$ cat src/hw/can_tx_filter_consts.vh
/*
 * named constants for the transmit buffer scheduler and identifier filter.
 * assumes it is included by bare name from the design file.
 */
`ifndef CAN_TX_FILTER_CONSTS_VH
`define CAN_TX_FILTER_CONSTS_VH

// message image and buffer store
`define MSG_BYTES      13
`define MSG_LAST       4'hc
`define MEM_WORDS      39
`define TXB_BASE0      6'h00
`define TXB_BASE1      6'h0d
`define TXB_BASE2      6'h1a
`define NUM_TXB        3

// fifo in the transmit byte path
`define FIFO_WIDTH     8
`define FIFO_DEPTH     16
`define FIFO_AW        4

// reset values
`define LOCAL_PRIORITY_FIELD_RST       8'h00
`define TXE_RST        3'h7
`define FLAGS_CLR      3'h0
`define BYTE_RST       8'h00

// acceptance filter modes
`define MODE_32        2'h0
`define MODE_16        2'h1
`define MODE_8         2'h2
`define MODE_CLOSED    2'h3

// hit codes
`define HIT0           2'h0
`define HIT1           2'h1
`define HIT2           2'h2
`define HIT3           2'h3

`endif

$ cat src/hw/can_tx_buffers_and_id_filter.v
/*
 * three transmit buffers with local-priority scheduling and abort handling,
 * a 16-byte fifo feeding the protocol engine, and the identifier acceptance
 * filter. assumes a protocol engine on sys_clk that signals arbitration,
 * completion and received identifiers, and a transceiver on the bus pins.
 */
`timescale 1ns/1ps
`include "can_tx_filter_consts.vh"

////////////////////////////////////////////////////////////////////////////////
module byte_fifo #(
   parameter WIDTH = 8,
   parameter DEPTH = 16,
   parameter AW    = 4
) (
   // clock and reset
   input  wire             sys_clk,
   input  wire             rst_n,
   input  wire             ce,
   input  wire             flush,
   // fill side
   input  wire [WIDTH-1:0] inData,
   input  wire             inValid,
   output wire             inReady,
   // drain side
   output wire [WIDTH-1:0] outData,
   output wire             outValid,
   input  wire             outReady
);
   localparam [AW:0] FULL  = DEPTH[AW:0];
   localparam [AW:0] EMPTY = 0;
   localparam [AW:0] ONE   = 1;

   reg [WIDTH-1:0] mem [0:DEPTH-1];
   reg [AW-1:0]    wrPtr_r;
   reg [AW-1:0]    rdPtr_r;
   reg [AW:0]      count_r;
   wire            push;
   wire            pop;

   assign inReady  = (count_r != FULL);
   assign outValid = (count_r != EMPTY);
   assign outData  = mem[rdPtr_r];
   assign push     = inValid & inReady;
   assign pop      = outValid & outReady;

   always @(posedge sys_clk) begin
      if (ce && push) begin
         mem[wrPtr_r] <= inData;
      end
   end

   always @(posedge sys_clk) begin
      if (!rst_n) begin
         wrPtr_r <= {AW{1'b0}};
         rdPtr_r <= {AW{1'b0}};
         count_r <= EMPTY;
      end else if (ce) begin
         if (flush) begin
            wrPtr_r <= {AW{1'b0}};
            rdPtr_r <= {AW{1'b0}};
            count_r <= EMPTY;
         end else begin
            // depth is a power of two, so pointers wrap by overflow
            if (push) begin
               wrPtr_r <= wrPtr_r + {{(AW-1){1'b0}}, 1'b1};
            end
            if (pop) begin
               rdPtr_r <= rdPtr_r + {{(AW-1){1'b0}}, 1'b1};
            end
            if (push && !pop) begin
               count_r <= count_r + ONE;
            end else if (pop && !push) begin
               count_r <= count_r - ONE;
            end
         end
      end
   end
endmodule // byte_fifo

////////////////////////////////////////////////////////////////////////////////
// Operation
// - three buffers, each a thirteen-byte message image like the receive buffer.
// - each buffer has its own eight-bit local priority written by the host.
// - after successful sending the buffer's empty flag is set again.
// - transmit interrupt when an unmasked empty flag is set; flags stay pollable.
// - among scheduled buffers the lowest priority value is sent first.
// - selection is redone at every arbitration, also after transmit errors.
// - host sets abort request; a message already in transmission is never aborted.
// - granted abort sets acknowledge and empty flag; acknowledge zero means sent.
// - four code bytes give patterns, four mask bytes mark don't-care bits.
// - accepted message sets receive-full and a two-bit hit code.
// - when several filters match, the lowest-numbered one is reported.
// - 32-bit mode compares whole extended or standard identifier with flag bits.
// - 16-bit mode runs two filters over the first two identifier bytes.
// - 8-bit mode runs four filters over the first identifier byte.
// - closed mode never copies a message nor sets receive-full.
// - stuff bit between ID16 and ID15 makes second byte compare shifted right.
// - transmit pin low for dominant, high for recessive.
module can_tx_buffers_and_id_filter (
   // clock, reset, enable
   input  wire        sys_clk,
   input  wire        rst_n,
   input  wire        ce,
   // host buffer loading
   input  wire        loadWe,
   input  wire [1:0]  loadBuf,
   input  wire [3:0]  loadIdx,
   input  wire [7:0]  loadData,
   input  wire        prioWe,
   input  wire [1:0]  prioBuf,
   input  wire [7:0]  prioData,
   // host transmit flags and control
   input  wire [2:0]  txEmptyClr,
   input  wire [2:0]  abortReqSet,
   input  wire [2:0]  txIrqEnable,
   output wire [2:0]  txEmptyFlag,
   output wire [2:0]  abortReqFlag,
   output wire [2:0]  abortAckFlag,
   output wire        txIrq,
   // protocol engine, transmit side
   input  wire        arbStart,
   input  wire        txDone,
   input  wire        txFail,
   output wire        txRequest,
   output wire [1:0]  txActiveBuf,
   output wire [7:0]  txByteData,
   output wire        txByteValid,
   input  wire        txByteReady,
   // acceptance filter setup
   input  wire [1:0]  filterMode,
   input  wire [31:0] acceptCode,
   input  wire [31:0] acceptMask,
   // protocol engine, receive side
   input  wire        rxIdValid,
   input  wire [31:0] rxIdBytes,
   input  wire        rxExtended,
   input  wire        rxStuff1615,
   input  wire        rxFrameOk,
   input  wire        rxFullClr,
   output wire        rxFullFlag,
   output wire [1:0]  filterHitCode,
   output wire        rxCopy,
   output wire        rxOverrun,
   // bus pins and engine bit path
   input  wire        busRxPin,
   output wire        busRxBit,
   input  wire        txDominant,
   output wire        busTxPin
);
   localparam [1:0] ST_IDLE = 2'h0;
   localparam [1:0] ST_LOAD = 2'h1;
   localparam [1:0] ST_SEND = 2'h2;

   reg  [7:0]  txMem [0:`MEM_WORDS-1];
   reg  [2:0]  txe_r;
   reg  [2:0]  abort_request_bit_r;
   reg  [2:0]  abort_acknowledge_flag_r;
   reg  [23:0] local_priority_field_r;
   wire [2:0]  txeNxt;
   wire [2:0]  abtRqNxt;
   wire [2:0]  abtAkNxt;
   wire [23:0] prioNxt;
   reg  [1:0]  state_r;
   reg  [1:0]  state_nxt;
   reg  [1:0]  active_r;
   reg  [3:0]  byteCnt_r;
   reg         selValid;
   reg  [1:0]  selIdx;
   reg  [7:0]  selPrio;
   integer     k;
   wire [2:0]  sched;
   wire [5:0]  loadAddr;
   wire [5:0]  readAddr;
   wire        fifoInReady;
   wire        fifoFlush;
   wire        pushByte;

   function [5:0] bufBase;
      input [1:0] b;
      begin
         case (b)
            2'h1:    bufBase = `TXB_BASE1;
            2'h2:    bufBase = `TXB_BASE2;
            default: bufBase = `TXB_BASE0;
         endcase
      end
   endfunction

   ////////////////////////////////////////////////////////////////////////////
   // buffer store; writes to a scheduled buffer are dropped
   assign loadAddr = bufBase(loadBuf) + {2'h0, loadIdx};
   assign readAddr = bufBase(active_r) + {2'h0, byteCnt_r};

   always @(posedge sys_clk) begin
      if (ce && loadWe && loadBuf < `NUM_TXB && loadIdx <= `MSG_LAST &&
          txe_r[loadBuf]) begin
         txMem[loadAddr] <= loadData;
      end
   end

   ////////////////////////////////////////////////////////////////////////////
   // per-buffer flags
   genvar i;
   generate
      for (i = 0; i < `NUM_TXB; i = i + 1) begin : gBuf
         wire inFlight = (state_r != ST_IDLE) && (active_r == i);
         wire sentOk   = txDone && (state_r == ST_SEND) && (active_r == i);
         // in-flight buffers wait; the grant comes after a failed attempt, a sent one drops the request
         wire grant    = abort_request_bit_r[i] && !txe_r[i] && !inFlight;
         assign txeNxt[i]   = txe_r[i] ? ~txEmptyClr[i]
                                       : (sentOk | grant);
         assign abtRqNxt[i] = txeNxt[i] ? 1'b0 : (abort_request_bit_r[i] | abortReqSet[i]);
         assign abtAkNxt[i] = grant ? 1'b1 :
                              (sentOk | (txe_r[i] & txEmptyClr[i])) ? 1'b0 :
                              abort_acknowledge_flag_r[i];
         assign prioNxt[8*i+7:8*i] = (prioWe && prioBuf == i) ? prioData
                                                              : local_priority_field_r[8*i+7:8*i];
         assign sched[i] = ~txe_r[i] & ~abort_request_bit_r[i];
      end
   endgenerate

   assign txEmptyFlag  = txe_r;
   assign abortReqFlag = abort_request_bit_r;
   assign abortAckFlag = abort_acknowledge_flag_r;
   assign txIrq        = |(txe_r & txIrqEnable);

   always @(posedge sys_clk) begin
      if (!rst_n) begin
         txe_r   <= `TXE_RST;
         abort_request_bit_r <= `FLAGS_CLR;
         abort_acknowledge_flag_r <= `FLAGS_CLR;
         local_priority_field_r  <= {`NUM_TXB{`LOCAL_PRIORITY_FIELD_RST}};
      end else if (ce) begin
         txe_r   <= txeNxt;
         abort_request_bit_r <= abtRqNxt;
         abort_acknowledge_flag_r <= abtAkNxt;
         local_priority_field_r  <= prioNxt;
      end
   end

   ////////////////////////////////////////////////////////////////////////////
   // lowest priority value wins; ties go to the lower buffer number
   always @* begin
      selValid = 1'b0;
      selIdx   = 2'h0;
      selPrio  = `LOCAL_PRIORITY_FIELD_RST;
      for (k = 0; k < `NUM_TXB; k = k + 1) begin
         if (sched[k] && (!selValid || local_priority_field_r[8*k+:8] < selPrio)) begin
            selValid = 1'b1;
            selIdx   = k[1:0];
            selPrio  = local_priority_field_r[8*k+:8];
         end
      end
   end

   ////////////////////////////////////////////////////////////////////////////
   // scheduler: pick at arbitration, stream image into fifo, await outcome
   assign pushByte  = (state_r == ST_LOAD) && fifoInReady;
   assign fifoFlush = (state_r == ST_SEND) && (txDone || txFail);

   always @* begin
      state_nxt = state_r;
      case (state_r)
         ST_IDLE: begin
            if (arbStart && selValid) begin
               state_nxt = ST_LOAD;
            end
         end
         ST_LOAD: begin
            if (pushByte && byteCnt_r == `MSG_LAST) begin
               state_nxt = ST_SEND;
            end
         end
         ST_SEND: begin
            // a failed attempt goes back to idle so the next arbitration re-picks
            if (txDone || txFail) begin
               state_nxt = ST_IDLE;
            end
         end
         default: state_nxt = ST_IDLE;
      endcase
   end

   always @(posedge sys_clk) begin
      if (!rst_n) begin
         state_r   <= ST_IDLE;
         active_r  <= 2'h0;
         byteCnt_r <= 4'h0;
      end else if (ce) begin
         state_r <= state_nxt;
         if (state_r == ST_IDLE && state_nxt == ST_LOAD) begin
            active_r  <= selIdx;
            byteCnt_r <= 4'h0;
         end else if (pushByte) begin
            byteCnt_r <= byteCnt_r + 4'h1;
         end
      end
   end

   assign txRequest   = (state_r != ST_IDLE);
   assign txActiveBuf = active_r;

   byte_fifo #(
      .WIDTH (`FIFO_WIDTH),
      .DEPTH (`FIFO_DEPTH),
      .AW    (`FIFO_AW)
   ) uTxFifo (
      .sys_clk  (sys_clk),
      .rst_n    (rst_n),
      .ce       (ce),
      .flush    (fifoFlush),
      .inData   (txMem[readAddr]),
      .inValid  (state_r == ST_LOAD),
      .inReady  (fifoInReady),
      .outData  (txByteData),
      .outValid (txByteValid),
      .outReady (txByteReady)
   );

   ////////////////////////////////////////////////////////////////////////////
   // acceptance filter
   wire [7:0] idB0 = rxIdBytes[31:24];
   wire [7:0] idB1 = rxIdBytes[23:16];
   wire [7:0] idB2 = rxIdBytes[15:8];
   wire [7:0] idB3 = rxIdBytes[7:0];
   // the shift register still lacks ID15 when byte two is compared
   wire       bugHit = rxExtended && rxStuff1615 && (filterMode != `MODE_8);
   wire [7:0] idB1Cmp = bugHit ? {idB0[0], idB1[7:1]} : idB1;
   wire [3:0] byteOk;

   generate
      for (i = 0; i < 4; i = i + 1) begin : gFlt
         wire [7:0] code = acceptCode[31-8*i:24-8*i];
         wire [7:0] mask = acceptMask[31-8*i:24-8*i];
         reg  [7:0] idSel;
         always @* begin
            idSel = idB0;
            case (filterMode)
               `MODE_32: idSel = (i == 0) ? idB0 : (i == 1) ? idB1Cmp :
                                 (i == 2) ? idB2 : idB3;
               `MODE_16: idSel = (i % 2 == 0) ? idB0 : idB1Cmp;
               default:  idSel = idB0;
            endcase
         end
         assign byteOk[i] = ~|((idSel ^ code) & ~mask);
      end
   endgenerate

   reg       fltAcc;
   reg [1:0] fltHit;
   always @* begin
      fltAcc = 1'b0;
      fltHit = `HIT0;
      case (filterMode)
         `MODE_32: begin
            // standard frames carry no third and fourth byte
            fltAcc = byteOk[0] & byteOk[1] &
                     (~rxExtended | (byteOk[2] & byteOk[3]));
         end
         `MODE_16: begin
            fltAcc = (byteOk[0] & byteOk[1]) | (byteOk[2] & byteOk[3]);
            fltHit = (byteOk[0] & byteOk[1]) ? `HIT0 : `HIT1;
         end
         `MODE_8: begin
            fltAcc = |byteOk;
            fltHit = byteOk[0] ? `HIT0 : byteOk[1] ? `HIT1 :
                     byteOk[2] ? `HIT2 : `HIT3;
         end
         default: fltAcc = 1'b0;
      endcase
   end

   reg       accPend_r;
   reg [1:0] hitPend_r;
   reg       rxFull_r;
   reg [1:0] hit_r;
   reg       rxCopy_r;
   reg       rxOvr_r;
   wire      rxSet = rxFrameOk && accPend_r && filterMode != `MODE_CLOSED && !rxFull_r;

   always @(posedge sys_clk) begin
      if (!rst_n) begin
         accPend_r <= 1'b0;
         hitPend_r <= `HIT0;
         rxFull_r  <= 1'b0;
         hit_r     <= `HIT0;
         rxCopy_r  <= 1'b0;
         rxOvr_r   <= 1'b0;
      end else if (ce) begin
         if (rxIdValid) begin
            accPend_r <= fltAcc;
            hitPend_r <= fltHit;
         end else if (rxFrameOk) begin
            accPend_r <= 1'b0;
         end
         if (rxSet) begin
            rxFull_r <= 1'b1;
            hit_r    <= hitPend_r;
         end else if (rxFullClr) begin
            rxFull_r <= 1'b0;
         end
         rxCopy_r <= rxSet;
         rxOvr_r  <= rxFrameOk && accPend_r && filterMode != `MODE_CLOSED && rxFull_r;
      end
   end

   assign rxFullFlag    = rxFull_r;
   assign filterHitCode = hit_r;
   assign rxCopy        = rxCopy_r;
   assign rxOverrun     = rxOvr_r;

   ////////////////////////////////////////////////////////////////////////////
   // bus pins; receive pin is asynchronous to sys_clk
   reg rxMeta_r;
   reg rxSync_r;
   reg tx_r;
   always @(posedge sys_clk) begin
      if (!rst_n) begin
         rxMeta_r <= 1'b1;
         rxSync_r <= 1'b1;
         tx_r     <= 1'b1;
      end else if (ce) begin
         rxMeta_r <= busRxPin;
         rxSync_r <= rxMeta_r;
         tx_r     <= ~txDominant;
      end
   end

   assign busRxBit = rxSync_r;
   assign busTxPin = tx_r;
endmodule // can_tx_buffers_and_id_filter

$ cat config.mk
export PLATFORM = sky130hd
export DESIGN_NAME = can_tx_buffers_and_id_filter
export DESIGN_NICKNAME = d
export VERILOG_FILES = /design/src/hw/can_tx_buffers_and_id_filter.v
export VERILOG_INCLUDE_DIRS = /design/src /design/src/hw
export SDC_FILE = /design/constraint.sdc
export NUM_CORES = 1
export LEC_CHECK = 0
export BUFFER_PORTS_ARGS = -buffer_cell sky130_fd_sc_hd__buf_2
export CAP_MARGIN = 20
export CORE_MARGIN = 2
export CORE_UTILIZATION = 39
export CTS_CLUSTER_SIZE = 8
export DETAILED_ROUTE_END_ITERATION = 12
export HOLD_SLACK_MARGIN = 0.12
export PLACE_DENSITY = 0.57
export SLEW_MARGIN = 10
export SYNTH_ARGS = -nofsm -noshare
export SYNTH_HDL_FRONTEND = slang
export SYNTH_SLANG_ARGS = --single-unit
export TNS_END_PERCENT = 100
$ cat constraint.sdc
create_clock -name sys_clk -period 5.57 [get_ports sys_clk]
set_clock_uncertainty 0.2 [all_clocks]
set_input_delay 0.2785 -clock sys_clk [delete_from_list [all_inputs] [get_ports sys_clk]]
set_output_delay 0.2785 -clock sys_clk [all_outputs]
set_load 0.01 [all_outputs]
==> flow_metrics.py <==
metrics = {
    "critical_path": {
        "crit_type": "reg -> reg",
        "crit_path_start_kind": "register",
        "required_ns": 5.70,
        "arrival_ns": 4.59,
        "worst-path-max-fanout": 44,
        "end_kind": "register",
    },
    "pwr": {
        "vdd_ir_drop_max_v": 0.0002115,
        "power_density_mw_per_mm2": 344.3,
        "power_frac_comb": 0.099,
        "intPower_uw": 7093,
        "p_leak_uw": 0.008866,
        "p_switching_uw": 2053,
        "power_frac_clock": 0.437,
        "swShare": 0.2244,
        "seqPwrFrac": 0.463,
    },
    "placed_design": {
        "place.gp.congestion": 0.8946,
        "placed_area_mm2": 0.02391,
        "dp.cells": 2296,
        "dp_hpwl_mm": 35.37,
        "pre_cts_ws_ns": 0.9808,
        "io_buffer_count": 175,
    },
    "route": {
        "first_iter_violations": 1131,
        "drc_errors": 0,
        "num_vias": 13392,
        "viasPerCell": 5.437,
        "postRouteAntennaNets": 0,
        "wl_per_cell_um": 22.53,
        "dr.pass1.iters": 5,
        "drt-total-wl_mm": 55.49,
    },
    "synthesis": {
        "synth_top_area_cell": "edfxtp_1",
        "synthCells": 1409,
        "synth_flop_cell": "edfxtp_1",
        "yosysWarningCount": 0,
        "syn_avg_cell_area_um2": 15.67,
        "synthTopCellsByArea": "edfxtp_1, mux4_2, dfxtp_1",
        "yosysSeqAreaShare": 0.6611,
        "synth_nets": 1601,
        "synthArstFlopShare": 0,
        "yosysTopAreaCellShare": 0.5985,
        "synth_edf_count": 440,
        "yosysUniqueCellTypes": 63,
        "synthesis.area_mm2": 0.02208,
        "ys_seq_elements": 509,
    },
    "sta": {
        "fin_crit_sh": 0.8008,
        "fin_ws_ns": 1.109,
        "slew_violations": 0,
        "tns_ns": 0,
        "fmax_mhz": 224.2,
        "hold_viol_final": 0,
        "setup_viol": 0,
        "rsz0062_at_grt": "false",
        "slew_headroom": 0.2233,
        "timing_worst_slew_pin_value_ns": 1.161,
        "finalCriticalPeriod_ns": 4.461,
    },
    "clocking": {
        "cts_resized": 0,
        "cts_setup_buffers": 0,
        "clk_pin_slew_ns": 0.05,
        "clockBufferDepth": 3,
        "htree_levels": 3,
        "worstSkewPairLatency_ns": 0.59,
        "cts_sinks": 509,
        "cts_tree": "done",
        "cts_root_buf": "clkbuf_16",
        "numCtsBuffers": 73,
    },
    "floorplanning": {
        "core-area_mm2": 0.05617,
        "std_cell_rows": 87,
        "die-area_mm2": 0.05853,
        "fp.dieW_um": 241.9,
        "die_h_um": 241.9,
        "initial_core_util": 0.3930,
        "pin_count": 176,
    },
    "min_path": {
        "hold_class": "in -> reg",
    },
    "final_layout": {
        "multi_input_area_mm2": 0.007177,
        "final_area_mm2": 0.02657,
        "nNetsFinal": 1869,
        "drive_above_1_share": 0.2575,
        "register_area_mm2": 0.01460,
        "area.growth.synth_to_final_pct": 20.34,
        "layout.cells.non_filler": 2463,
        "fillCellCount": 4864,
    },
    "global_routing": {
        "grt_use_total": 0.1885,
        "grt_pass1_vias": 13341,
        "antenna_found_initial": 1,
        "grt_max_degree": 45,
        "grt_pass1_wl_mm": 82.81,
        "overflow": 0,
    },
    "run_status": {
        "run_status": "finished, final reports clean",
    },
    "job": {
        "drv_cap": 0,
    },
}
synth_stat cells (3+ instances only):
cell,n
mux2i_1,30
fa_1,3
edfxtp_1,440
nand2b_1,10
and2_1,4
a211o_1,3
a32o_1,4
a22oi_1,14
a211oi_1,11
nor4_1,6
nand4b_1,3
nor3_1,16
nor3b_1,9
ha_1,42
nand3_1,27
or2_2,3
a21oi_1,74
nor2_1,121
nand2_1,104
xnor2_1,29
xor2_1,15
o21ai_0,19
nand3b_1,4
o211ai_1,12
a31o_2,4
o2111ai_1,3
buf_2,12
nor2b_1,10
a31oi_1,11
dfxtp_1,69
o22ai_1,17
inv_1,34
mux4_2,128
o21ai_1,4
a21o_1,13
buf_1,9
clkbuf_1,44
nand4_1,13
cell type report:
cell class / instances / share of cell area
sequential: 509 / 0.5494
clock buffer: 102 / 0.07606
multi-input combinational: 801 / 0.2702
clock inverter: 1 / 0.0007536
timing repair buffer: 258 / 0.06302
inverter: 34 / 0.004804
tap: 756 / 0.03561
antenna: 2 / 0.0001884
layout by cell type, fill, tap and decap left out, types with 27 or more instances in the layout:
master / netlist / layout
clkbuf_16: 0 / 77
edfxtp_1: 440 / 440
buf_2: 12 / 176
mux4_2: 128 / 128
a21oi_1: 74 / 72
nor2_1: 121 / 121
dfxtp_1: 69 / 68
ha_1: 42 / 41
nand2_1: 104 / 104
mux2i_1: 30 / 30
dlygate4sd3_1: 0 / 49
inv_1: 34 / 34
nand3_1: 27 / 27
stage by stage:
stage                     utilization  hold WS (ns)  power, µW
after floorplan                     -        0.1774       4885
after global placement         0.4249        0.2518       5174
after detailed placement       0.4257        0.2612       5191
after CTS                      0.4708        0.1582       9216
after global routing           0.4729        0.2021       9463
final                          0.4730        0.1985       9146
power groups by stage:
stage               clock network (µW)  logic [µW]  registers, µW
floorplan                            0         597           4290
global placement                     0         865           4310
detailed placement                   0         881           4310
CTS                               4070         909           4240
global route                      4230         995           4240
finish                            4000         907           4240
registers in the layout, summed over array words and instances, names as in the netlist, 2 cells and up, named ones only:
| register | cells |
|---|---|
| abortAckFlag | 3 |
| abortReqFlag | 3 |
| byteCnt_r | 4 |
| filterHitCode | 2 |
| hitPend_r | 2 |
| local_priority_field_r | 24 |
| state_r | 2 |
| txActiveBuf | 2 |
| txEmptyFlag | 3 |
| txMem | 312 |
| uTxFifo.count_r | 5 |
| uTxFifo.mem | 128 |
| uTxFifo.rdPtr_r | 4 |
| uTxFifo.wrPtr_r | 4 |
critical path: stages, from the launching register on:
cell	delay (ns)
dfxtp_1	0.36
inv_1	0.07
ha_1	0.25
ha_4	0.19
fa_4	1.06
buf_12	0.32
buf_4	0.36
mux4_2	0.35
mux4_2	0.46
mux2i_1	0.16
a21oi_1	0.16
buf_4	0.21
kinds of logic after synthesis:
family,after synthesis,synth area share
fa+ha+maj,45,0.02652
simple gates,346,0.07243
buf+inv,99,0.01751
mux,159,0.1447
xor+xnor,44,0.01746
flops,509,0.6611
compound gates,207,0.06030
layer usage:
| layer | track usage | share of wire | vias up |
|---|---|---|---|
| li1 | - | - | 6079 |
| met1 | 0.2431 | 0.42 | 6823 |
| met2 | 0.3262 | 0.51 | 409 |
| met3 | 0.03611 | 0.048 | 81 |
| met4 | 0.05102 | 0.020 | 0 |
| met5 | 0 | 0 | - |
worst paths after layout:
| kind | start | to | slack (ns) | cells past startpoint |
|---|---|---|---|---|
| min | acceptMask[20] | hitPend_r[1] | 0.20 | 5 |
| min reg2reg | busRxBit | busRxBit | 0.27 | 2 |
| max | txActiveBuf[1] | uTxFifo.mem[12][5] | 1.11 | 11 |
| max reg2reg | txActiveBuf[1] | uTxFifo.mem[12][5] | 1.11 | 11 |
what timing repair did:
action	in CTS	in global routing
hold buffers	49	0
endpoints found under the setup margin	0	0
endpoints found under the hold margin	356	0
(Power assumes the default switching activity.)
